--- src/include/aswp_pkg.sv ---
`default_nettype none
package aswp_pkg;
	localparam int CLK_PERIOD_NS = 10;
	// write cycle and strobe figures in ns
	localparam int WRITE_CYCLE_NS = 70;
	localparam int WRITE_PULSE_NS = 55;
	// width-change and power-down guard figures in ms, power-down setup in ns
	localparam int WIDTH_GUARD_MS = 5;
	localparam int PD_RECOVERY_MS = 5;
	localparam int PD_SETUP_NS = 0;
	// least times round up to whole cycles
	localparam int WRITE_PULSE_CYC = (WRITE_PULSE_NS + CLK_PERIOD_NS - 1) / CLK_PERIOD_NS;
	localparam int WRITE_CYCLE_CYC = (WRITE_CYCLE_NS + CLK_PERIOD_NS - 1) / CLK_PERIOD_NS;
	// ms counts exceed 4096 cycles and therefore reach the top as parameters
	localparam int WIDTH_GUARD_CYC = (WIDTH_GUARD_MS * 1000000 + CLK_PERIOD_NS - 1) / CLK_PERIOD_NS;
	localparam int PD_RECOVERY_CYC = (PD_RECOVERY_MS * 1000000 + CLK_PERIOD_NS - 1) / CLK_PERIOD_NS;
	localparam int ADDR_W = 20;
	localparam int DATA_W = 16;
	localparam int CNT_W = 24;
	localparam logic [2:0] RST_STATE = 3'h0;
	typedef enum logic [2:0] {
		ASWP_IDLE = 3'b000,
		ASWP_SETUP = 3'b001,
		ASWP_STROBE = 3'b010,
		ASWP_TAIL = 3'b011,
		ASWP_GUARD = 3'b100,
		ASWP_PDOWN = 3'b101
	} aswp_state_t;
endpackage
`default_nettype wire

--- src/core/aswp_timer.sv ---
`timescale 1ns/10ps
`default_nettype none
module aswp_timer (
	input wire logic clock, // system clock
	input wire logic sys_rst, // synchronous reset
	input wire logic load, // start a countdown
	input wire logic [23:0] value, // cycles to count
	output logic done // high while count is zero and load is low
);
	logic [23:0] cnt_q;
	logic [23:0] cnt_d;

	always_comb begin
		cnt_d = cnt_q;
		if (load) begin
			cnt_d = value;
		end else if (cnt_q != 24'h000000) begin
			cnt_d = cnt_q - 24'h000001;
		end
	end

	always_ff @(posedge clock) begin
		if (sys_rst) begin
			cnt_q <= 24'h000000;
		end else begin
			cnt_q <= cnt_d;
		end
	end

	assign done = (cnt_q == 24'h000000) && !load;
endmodule // aswp_timer
`default_nettype wire

--- src/core/aswp_host.sv ---
// Function
// - each write cycle spans at least 70 ns before the next cycle begins
// - write strobe stays low at least 55 ns in every write
// - never drive the data pins while the memory drives them
// - width select change is guarded by 5 ms on both sides
// - after power-down ends wait 5 ms before resuming; deselect needs no setup
// - next cycle may follow as soon as write strobe deasserts
`timescale 1ns/10ps
`default_nettype none
module aswp_host #(
	parameter int WIDTH_GUARD = aswp_pkg::WIDTH_GUARD_CYC, // width guard in cycles
	parameter int PD_RECOVERY = aswp_pkg::PD_RECOVERY_CYC // power-down recovery in cycles
) (
	input wire logic clock, // 100 MHz clock
	input wire logic sys_rst, // synchronous reset, active high
	input wire logic wr_valid, // write request
	output logic wr_ready, // request taken this cycle
	input wire logic [19:0] wr_addr, // byte address in byte mode, word address [18:0] in word mode
	input wire logic [15:0] wr_data, // write data
	input wire logic [1:0] wr_lanes, // lane enables, bit0 lower
	input wire logic byte_mode_req, // requested organisation, 1 = byte
	input wire logic pd_req, // hold memory in power-down
	output logic busy, // not idle, or idle between the two width guards
	output logic byte_mode, // width select state
	output logic [18:0] mem_addr, // memory address pins
	output logic mem_addr_low, // extra low address bit for byte mode
	output logic chip_select_low_n, // select, active low
	output logic chip_select_high, // select, active high
	output logic lower_lane_strobe_n, // lower lane strobe
	output logic upper_lane_strobe_n, // upper lane strobe
	output logic write_strobe_n, // write strobe
	output logic output_enable_n, // output enable
	output logic width_select_n, // width select, low = byte
	output logic [15:0] data_pins_o, // data out
	output logic data_pins_oe, // high while driving data pins
	input wire logic [15:0] data_pins_i // data in, unused for writes
);
	aswp_pkg::aswp_state_t st_q, st_d;
	logic [18:0] addr_q, addr_d;
	logic alow_q, alow_d;
	logic [15:0] dat_q, dat_d;
	logic [1:0] lane_q, lane_d;
	logic sel_q, sel_d;
	logic we_q, we_d;
	logic oe_q, oe_d;
	logic bm_q, bm_d;
	logic pend_q, pend_d;
	logic tload;
	logic [23:0] tval;
	logic tdone;

	aswp_timer u_timer (
		.clock(clock),
		.sys_rst(sys_rst),
		.load(tload),
		.value(tval),
		.done(tdone)
	);

	////////////////////////////////////////////////////////////////////////////////
	always_comb begin
		st_d = st_q;
		addr_d = addr_q;
		alow_d = alow_q;
		dat_d = dat_q;
		lane_d = lane_q;
		sel_d = sel_q;
		we_d = we_q;
		oe_d = oe_q;
		bm_d = bm_q;
		pend_d = pend_q;
		tload = 1'b0;
		tval = 24'h000000;
		wr_ready = 1'b0;
		unique case (st_q)
			aswp_pkg::ASWP_IDLE: begin
				pend_d = 1'b0;
				if (pd_req) begin
					// deselect at once, zero setup is allowed
					sel_d = 1'b0;
					st_d = aswp_pkg::ASWP_PDOWN;
				end else if (byte_mode_req != bm_q) begin
					// first pass only waits out the guard before the flip; second pass flips, then guards after it
					pend_d = !pend_q;
					bm_d = pend_q ? byte_mode_req : bm_q;
					tload = 1'b1;
					tval = WIDTH_GUARD[23:0];
					st_d = aswp_pkg::ASWP_GUARD;
				end else if (wr_valid && tdone) begin
					wr_ready = 1'b1;
					addr_d = bm_q ? wr_addr[19:1] : wr_addr[18:0];
					alow_d = bm_q ? wr_addr[0] : 1'b0;
					dat_d = bm_q ? {8'h00, wr_data[7:0]} : wr_data;
					// byte mode needs both strobes low
					lane_d = bm_q ? 2'h3 : wr_lanes;
					sel_d = 1'b1;
					oe_d = 1'b1;
					st_d = aswp_pkg::ASWP_SETUP;
				end
			end
			aswp_pkg::ASWP_SETUP: begin
				// strobe falls a cycle after select so the write starts only once the memory is selected
				we_d = 1'b1;
				tload = 1'b1;
				tval = 24'(aswp_pkg::WRITE_PULSE_CYC);
				st_d = aswp_pkg::ASWP_STROBE;
			end
			aswp_pkg::ASWP_STROBE: begin
				if (tdone) begin
					we_d = 1'b0;
					st_d = aswp_pkg::ASWP_TAIL;
				end
			end
			aswp_pkg::ASWP_TAIL: begin
				// release pins one cycle after the strobe rises; no recovery needed
				sel_d = 1'b0;
				oe_d = 1'b0;
				lane_d = 2'h0;
				st_d = aswp_pkg::ASWP_IDLE;
			end
			aswp_pkg::ASWP_GUARD: begin
				if (tdone) begin
					st_d = aswp_pkg::ASWP_IDLE;
				end
			end
			aswp_pkg::ASWP_PDOWN: begin
				if (!pd_req) begin
					tload = 1'b1;
					tval = PD_RECOVERY[23:0];
					st_d = aswp_pkg::ASWP_GUARD;
				end
			end
			default: begin
				st_d = aswp_pkg::ASWP_IDLE;
			end
		endcase
	end

	always_ff @(posedge clock) begin
		if (sys_rst) begin
			st_q <= aswp_pkg::ASWP_IDLE;
			addr_q <= 19'h00000;
			alow_q <= 1'b0;
			dat_q <= 16'h0000;
			lane_q <= 2'h0;
			sel_q <= 1'b0;
			we_q <= 1'b0;
			oe_q <= 1'b0;
			bm_q <= 1'b0;
			pend_q <= 1'b0;
		end else begin
			st_q <= st_d;
			addr_q <= addr_d;
			alow_q <= alow_d;
			dat_q <= dat_d;
			lane_q <= lane_d;
			sel_q <= sel_d;
			we_q <= we_d;
			oe_q <= oe_d;
			bm_q <= bm_d;
			pend_q <= pend_d;
		end
	end

	////////////////////////////////////////////////////////////////////////////////
	// output enable held high: the controller never reads, so the memory never drives
	assign output_enable_n = 1'b1;
	assign chip_select_low_n = !sel_q;
	assign chip_select_high = sel_q;
	assign lower_lane_strobe_n = !lane_q[0];
	assign upper_lane_strobe_n = !lane_q[1];
	assign write_strobe_n = !we_q;
	assign mem_addr = addr_q;
	assign mem_addr_low = alow_q;
	assign data_pins_o = dat_q;
	assign data_pins_oe = oe_q;
	assign width_select_n = !bm_q;
	assign byte_mode = bm_q;
	// stays high in the idle cycle between the two width guards
	assign busy = (st_q != aswp_pkg::ASWP_IDLE) || pend_q;

	////////////////////////////////////////////////////////////////////////////////
	int unsigned cyc_q;
	always_ff @(posedge clock) begin
		if (sys_rst || wr_ready) begin
			cyc_q <= 0;
		end else if (cyc_q < 1000) begin
			cyc_q <= cyc_q + 1;
		end
	end
endmodule // aswp_host
`default_nettype wire

--- config.mk ---
export PLATFORM = sky130hd
export DESIGN_NAME = aswp_host
export DESIGN_NICKNAME = d
export VERILOG_FILES = /design/src/include/aswp_pkg.sv /design/src/core/aswp_timer.sv /design/src/core/aswp_host.sv
export SDC_FILE = /design/constraint.sdc
export NUM_CORES = 1
export LEC_CHECK = 0
export CELL_PAD_IN_SITES_DETAIL_PLACEMENT = 0
export CELL_PAD_IN_SITES_GLOBAL_PLACEMENT = 1
export CORE_ASPECT_RATIO = 0.7
export CORE_MARGIN = 2
export CORE_UTILIZATION = 31
export CTS_CLUSTER_DIAMETER = 40
export DETAILED_ROUTE_END_ITERATION = 6
export DONT_BUFFER_PORTS = 1
export GPL_ROUTABILITY_DRIVEN = 0
export PLACE_DENSITY_LB_ADDON = 0.1
export SETUP_SLACK_MARGIN = 0.2
export SYNTH_ARGS = -nofsm -noshare
export SYNTH_HDL_FRONTEND = slang
export SYNTH_SLANG_ARGS = --single-unit
--- constraint.sdc ---
create_clock -name clock -period 5.1 [get_ports clock]
set_clock_uncertainty 0.05 [all_clocks]
set_input_delay 0.765 -clock clock [delete_from_list [all_inputs] [get_ports clock]]
set_output_delay 0.765 -clock clock [all_outputs]
set_load 0.01 [all_outputs]
# --- Word level (Yosys, flattened, before mapping) ---
# Cells that the tools add are included.
classes:
  bitwise_logic: 2
  add_sub_neg: 1
  eq_ne: 15
  reduce_logical: 23
  muxes: 39
op_table:
  columns: ["operator", "count"]
  rows:
  - ["two-way mux 19 bit", 4]
  - ["case mux 19 bit (3 select lines)", 1]
  - ["two-way mux 24 bit", 2]
  - ["logical NOT 24 bit", 1]
  - ["nonzero test 24 bit", 1]
  - ["subtractor 24 x 1 -> 24 bit, second input constant", 1]
  - ["two-way mux 3 bit", 6]
  - ["two-way mux 16 bit", 1]
  - ["AND reduction 4 bit", 4]
  - ["two-way mux 1 bit", 15]
  - ["case mux 3 bit (5 select lines)", 1]
  - ["inequality test 2 bit, second input constant", 6]
  - ["two-way mux 2 bit", 4]
  - ["logical NOT 1 bit", 7]
  - ["equality test 3 x 2 -> 1 bit, second input constant", 2]
  - ["equality test 3 bit, second input constant", 2]
  - ["inequality test 3 bit, second input constant", 2]
  - ["case mux 1 bit (2 select lines)", 3]
  - ["nonzero test 2 bit", 3]
  - ["inequality test 4 bit, second input constant", 1]
  - ["case mux 2 bit (2 select lines)", 1]
  - ["equality test 3 x 1 -> 1 bit, second input constant", 1]
  - ["logical NOT 3 bit", 1]
  - ["case mux 1 bit (3 select lines)", 1]
  - ["other kinds (7)", 9]
totals:
  regBits: 70
  wordCells: 91
  output_inout_bits: 47
  in_bits: 59

# --- Logic depth before layout (Yosys ltp) ---
logic_depth:
  depth_word: 11
  depth_mapped: 9
  ltp_nobuf: 7

# --- Modules after synthesis ---
# Synthesis repeated with hierarchy kept, for this count alone.
hier_totals:
  cells_unflattened: 428
  area_unflattened_um2: 3818.7
modules_own_cells:
  columns: ["mod", "n_inst", "seq_area_each_um2", "cells_per_inst", "area_per_inst_um2"]
  rows:
  - ["aswp_host", 1, 920.9, 238, 2212.1]
  - ["aswp_timer", 1, 480.5, 190, 1606.5]

# --- Least setup slack after synthesis ---
# Ideal clock, no wire load.
synth_timing:
  kind: "register to output"
  startpoint: "register u_timer.cnt_q[4]"
  endpoint: "output port wr_ready"
  stages_incl_launch_ff: 7
  t_arrival_ps: 2329
  required_ps: 4285
  path_slack_ps: 1956
  n_path_buf: 2
  path_cell_list: "dfxtp_1 or4_1 or4_1 buf_2 or2_2 clkbuf_1 nor3_1"
synth_via:
  elab_chain_cells: 7
synth_rtl:
  columns: ["item", "line_no", "rtl"]
  rows:
  - ["start, declared", "aswp_timer.sv:10", "logic [23:0] cnt_q;"]
  - ["start signal, assigned", "aswp_timer.sv:26", "cnt_q <= cnt_d;"]
  - ["logical NOT 24 bit", "aswp_timer.sv:30", "assign done = (cnt_q == 24'h000000) && !load;"]
  - ["logical AND 1 bit", "aswp_timer.sv:30", null]
  - ["logical AND 1 bit", "aswp_host.sv:89", "end else if (wr_valid && tdone) begin"]
  - ["two-way mux 1 bit", "aswp_host.sv:89", null]
  - ["two-way mux 1 bit", "aswp_host.sv:82", "end else if (byte_mode_req != bm_q) begin"]
  - ["two-way mux 1 bit", "aswp_host.sv:78", "if (pd_req) begin"]
  - ["two-way mux 1 bit", "aswp_host.sv:75", "unique case (st_q)"]
  - ["end, declared", "aswp_host.sv:17", "output logic wr_ready,"]
# No other way between the ends.

# --- Worst setup path after layout ---
# Same ends and word-level chain as after synthesis.

==> flow_summary_export.csv <==
group,metric,value,unit
status,status,"finished clean",
logic_synthesis,syn_avg_cell_area,8.15,µm²
sta,tightest_slew,0.914,ns
floorplan,die_w,129,µm
grt,grtUsageMet1,23.0,%
routing,first_pass_iters,4,
place,portBuffers,0,
logic_synthesis,synth_fp_nets,477,
setup_path,path_buf_inv,0,
cells_and_area,fin_nets,466,
floorplan,row_count,31,
power,power_density,652,mW/mm²
sta,period_needed,3.78,ns
grt,grt_max_degree,53,
floorplan,start_util,32.3,%
setup_path,crit_type,"reg -> out",
grt,antenna_found_initial,0,
setup_path,cp_data_arrival_time,2.97,ns
logic_synthesis,ys.flop_type,"dfxtp_1",
grt,grt_util_all_layers,16.4,%
cells_and_area,multiInputGateArea,0.00183,mm²
grt,grt_pass1_vias,2851,
grt,grt_busiest_layer,"met2",
logic_synthesis,ys_types,57,
sta,setup_viol,0,
logic_synthesis,synth-edff-count,0,
setup_path,cp-start-kind,"register",
job,max_cap_violations,0,
power,vdd_drop_max,248,µV
routing,drc,0,
logic_synthesis,yosysWarnings,0,
setup_path,critPathRequiredTime,4.28,ns
sta,final_hold_viol_count,0,
routing,wl_per_cell,17.0,µm
routing,viasPerCell,5.23,
grt,met3_usage,6.31,%
sta,rsz0062_at_grt,"false",
floorplan,die_area,0.0118,mm²
cells_and_area,area_growth,13.2,%
routing,drt-total-wl,9460,µm
hold_path,hp-class,"reg -> reg",
floorplan,dieHeight,91.5,µm
routing,ant_nets,0,
logic_synthesis,ys_seq_area_share,41.3,%
grt,met2_usage,23.5,%
sta,slew_violations,0,
sta,fin_tns_setup,0,ns
logic_synthesis,netlist_instances,416,
routing,drtIter0Drc,219,
logic_synthesis,synth_seq_cells,70,
clock_tree,cts_sinks,70,
clock_tree,root_buffer,"clkbuf_16",
sta,max_freq,264,MHz
routing,via_count,2919,
clock_tree,cts_resized,0,
clock_tree,cts-hold-fix-buffers,0,
sta,maxSlewHeadroom,38.5,%
sta,fin_crit_sh,74.2,%
clock_tree,cts_tree,"done",
clock_tree,clk_latency,0.33,ns
cells_and_area,regArea,0.00140,mm²
clock_tree,clock_path_buffers,2,
clock_tree,cts_buffers,9,
clock_tree,htreeDepth,3,
setup_path,cp_top_family,"simple AND/OR/NAND/NOR gates",
setup_path,critPathMaxStageDelay,0.77,ns
power,p_leak,1.30,nW
floorplan,coreArea,0.0105,mm²
clock_tree,path_clk_slew,0.06,ns
cells_and_area,fillCellCount,1113,
logic_synthesis,synth_area,0.00339,mm²
grt,grt_pass1_wl,15100,µm
setup_path,crit_path_frequent_cell,"or4_1",
setup_path,path_cells,"or4_1, or4_1, or2_2, nor3_1",
cells_and_area,layout-drive-gt1-share,14.1,%
grt,gr-total-overflow,0,
power,power,2.50,mW
logic_synthesis,ys_async_sr_fraction,0,%
cells_and_area,n_antenna_cell,0,
clock_tree,cts_setup_buffers,0,
setup_path,endpoint_kind,"output pin",
setup_path,crit_fanout,10,
place,dp_hpwl,6470,µm
floorplan,io_pins,106,
setup_path,slowest_stage,"or4_1",
-- metal layers --
| metal | vias to the layer above | part of all wire (%) |
|---|---|---|
| met4 | 0 | 0.82 |
| met5 | - | 0 |
| li1 | 1462 | - |
| met2 | 77 | 41 |
| met3 | 6 | 7.3 |
| met1 | 1374 | 50 |
-- through the flow --
step / util, % / cell area [µm²] / setup slack (ns) / hold slack, ns / std cells
floorplan: - / 3390 / 1.96 / 0.401 / 416
global placement: 33.3 / 3500 / 1.70 / 0.416 / 542
detailed placement: 33.3 / 3500 / 1.69 / 0.424 / 542
CTS: 36.5 / 3840 / 1.33 / 0.434 / 558
global route: 36.5 / 3840 / 1.23 / 0.446 / 558
finish: 36.5 / 3840 / 1.32 / 0.426 / 558
-- sequential cells by signal (all words and copies together) (netlist names) --
register / flops
lane_q: 2
we_q: 1
mem_addr: 19
st_q: 3
pend_q: 1
mem_addr_low: 1
byte_mode: 1
data_pins_o: 16
u_timer.cnt_q: 24
data_pins_oe: 1
chip_select_high: 1
-- power breakdown --
part | switching (mW) | leakage (nW) | total, mW | internal [mW]
combinational | 0.606 | 0.577 | 1.01 | 0.407
sequential | 0.128 | 0.568 | 0.781 | 0.653
clock | 0.234 | 0.159 | 0.711 | 0.477
-- cells in the final DEF, fill, tap and decap left out, drive strengths merged, types with 3 or more instances in the layout --
cell / netlist / layout
a211oi: 4 / 4
a21oi: 51 / 51
a31oi: 5 / 5
buf: 10 / 5
bufinv: 0 / 3
clkbuf: 17 / 10
clkinv: 2 / 3
dfxtp: 70 / 70
inv: 10 / 10
mux2: 19 / 19
nand2: 73 / 73
nand3: 13 / 13
nor2: 25 / 25
nor3: 13 / 13
nor3b: 4 / 4
nor4: 6 / 6
o21ai: 16 / 16
o221a: 3 / 3
or2: 8 / 8
or3: 12 / 12
or4: 9 / 9
xnor2: 4 / 4
xor2: 7 / 7
-- logic make-up after synthesis --
kind of cell / Yosys count / synth area share [%]
xor+xnor: 11 / 2.84
flops: 70 / 41.3
buf+inv: 39 / 4.87
compound gates: 100 / 18.2
other cells: 1 / 0.111
fa+ha+maj: 2 / 0.738
mux: 20 / 6.61
simple gates: 173 / 25.3
-- synth_stat cells, types with 3 or more instances --
library cell	count	area [µm²]
nor3b_1	4	30.0
clkbuf_1	17	63.8
nand2_1	73	274
xnor2_1	4	35.0
nand3_1	13	65.1
or2_2	8	50.1
a21oi_1	51	255
o21ai_0	16	80.1
nor4_1	6	37.5
or4_1	6	45.0
xor2_1	7	61.3
inv_1	10	37.5
dfxtp_1	70	1400
o221a_2	3	33.8
a31oi_1	5	31.3
mux2_2	19	214
or4_4	3	33.8
nor3_1	11	55.1
a211oi_1	4	30.0
nor2_1	25	93.8
buf_2	6	30.0
or3_1	12	75.1
-- final timing paths --
path	start	endpoint	slack [ns]	cells past startpoint
max	u_timer.cnt_q[4]$_SDFFE_PP0P_	wr_ready	1.32	4
min reg2reg	u_timer.cnt_q[22]$_SDFFE_PP0P_	u_timer.cnt_q[22]$_SDFFE_PP0P_	0.43	2
min	u_timer.cnt_q[22]$_SDFFE_PP0P_	u_timer.cnt_q[22]$_SDFFE_PP0P_	0.43	2
max reg2reg	u_timer.cnt_q[4]$_SDFFE_PP0P_	u_timer.cnt_q[13]$_SDFFE_PP0P_	2.27	5
-- worst reg2reg max path: cells and delay by family, from the launching register on --
kind	cells	cell delay, ns
AND/OR/NAND/NOR	3	1.91
flip-flops	1	0.35
AO/OA/AOI/OAI	2	0.41
-- area by class of cell --
| cell class | instances | area share, % |
|---|---|---|
| inverter | 12 | 1.17 |
| clock inverter | 6 | 2.87 |
| multi-input combinational | 307 | 47.7 |
| clock buffer | 10 | 5.96 |
| tap | 148 | 4.82 |
| timing repair buffer | 5 | 0.978 |
| sequential | 70 | 36.5 |
No activity file was read; power rests on OpenSTA's default activity.
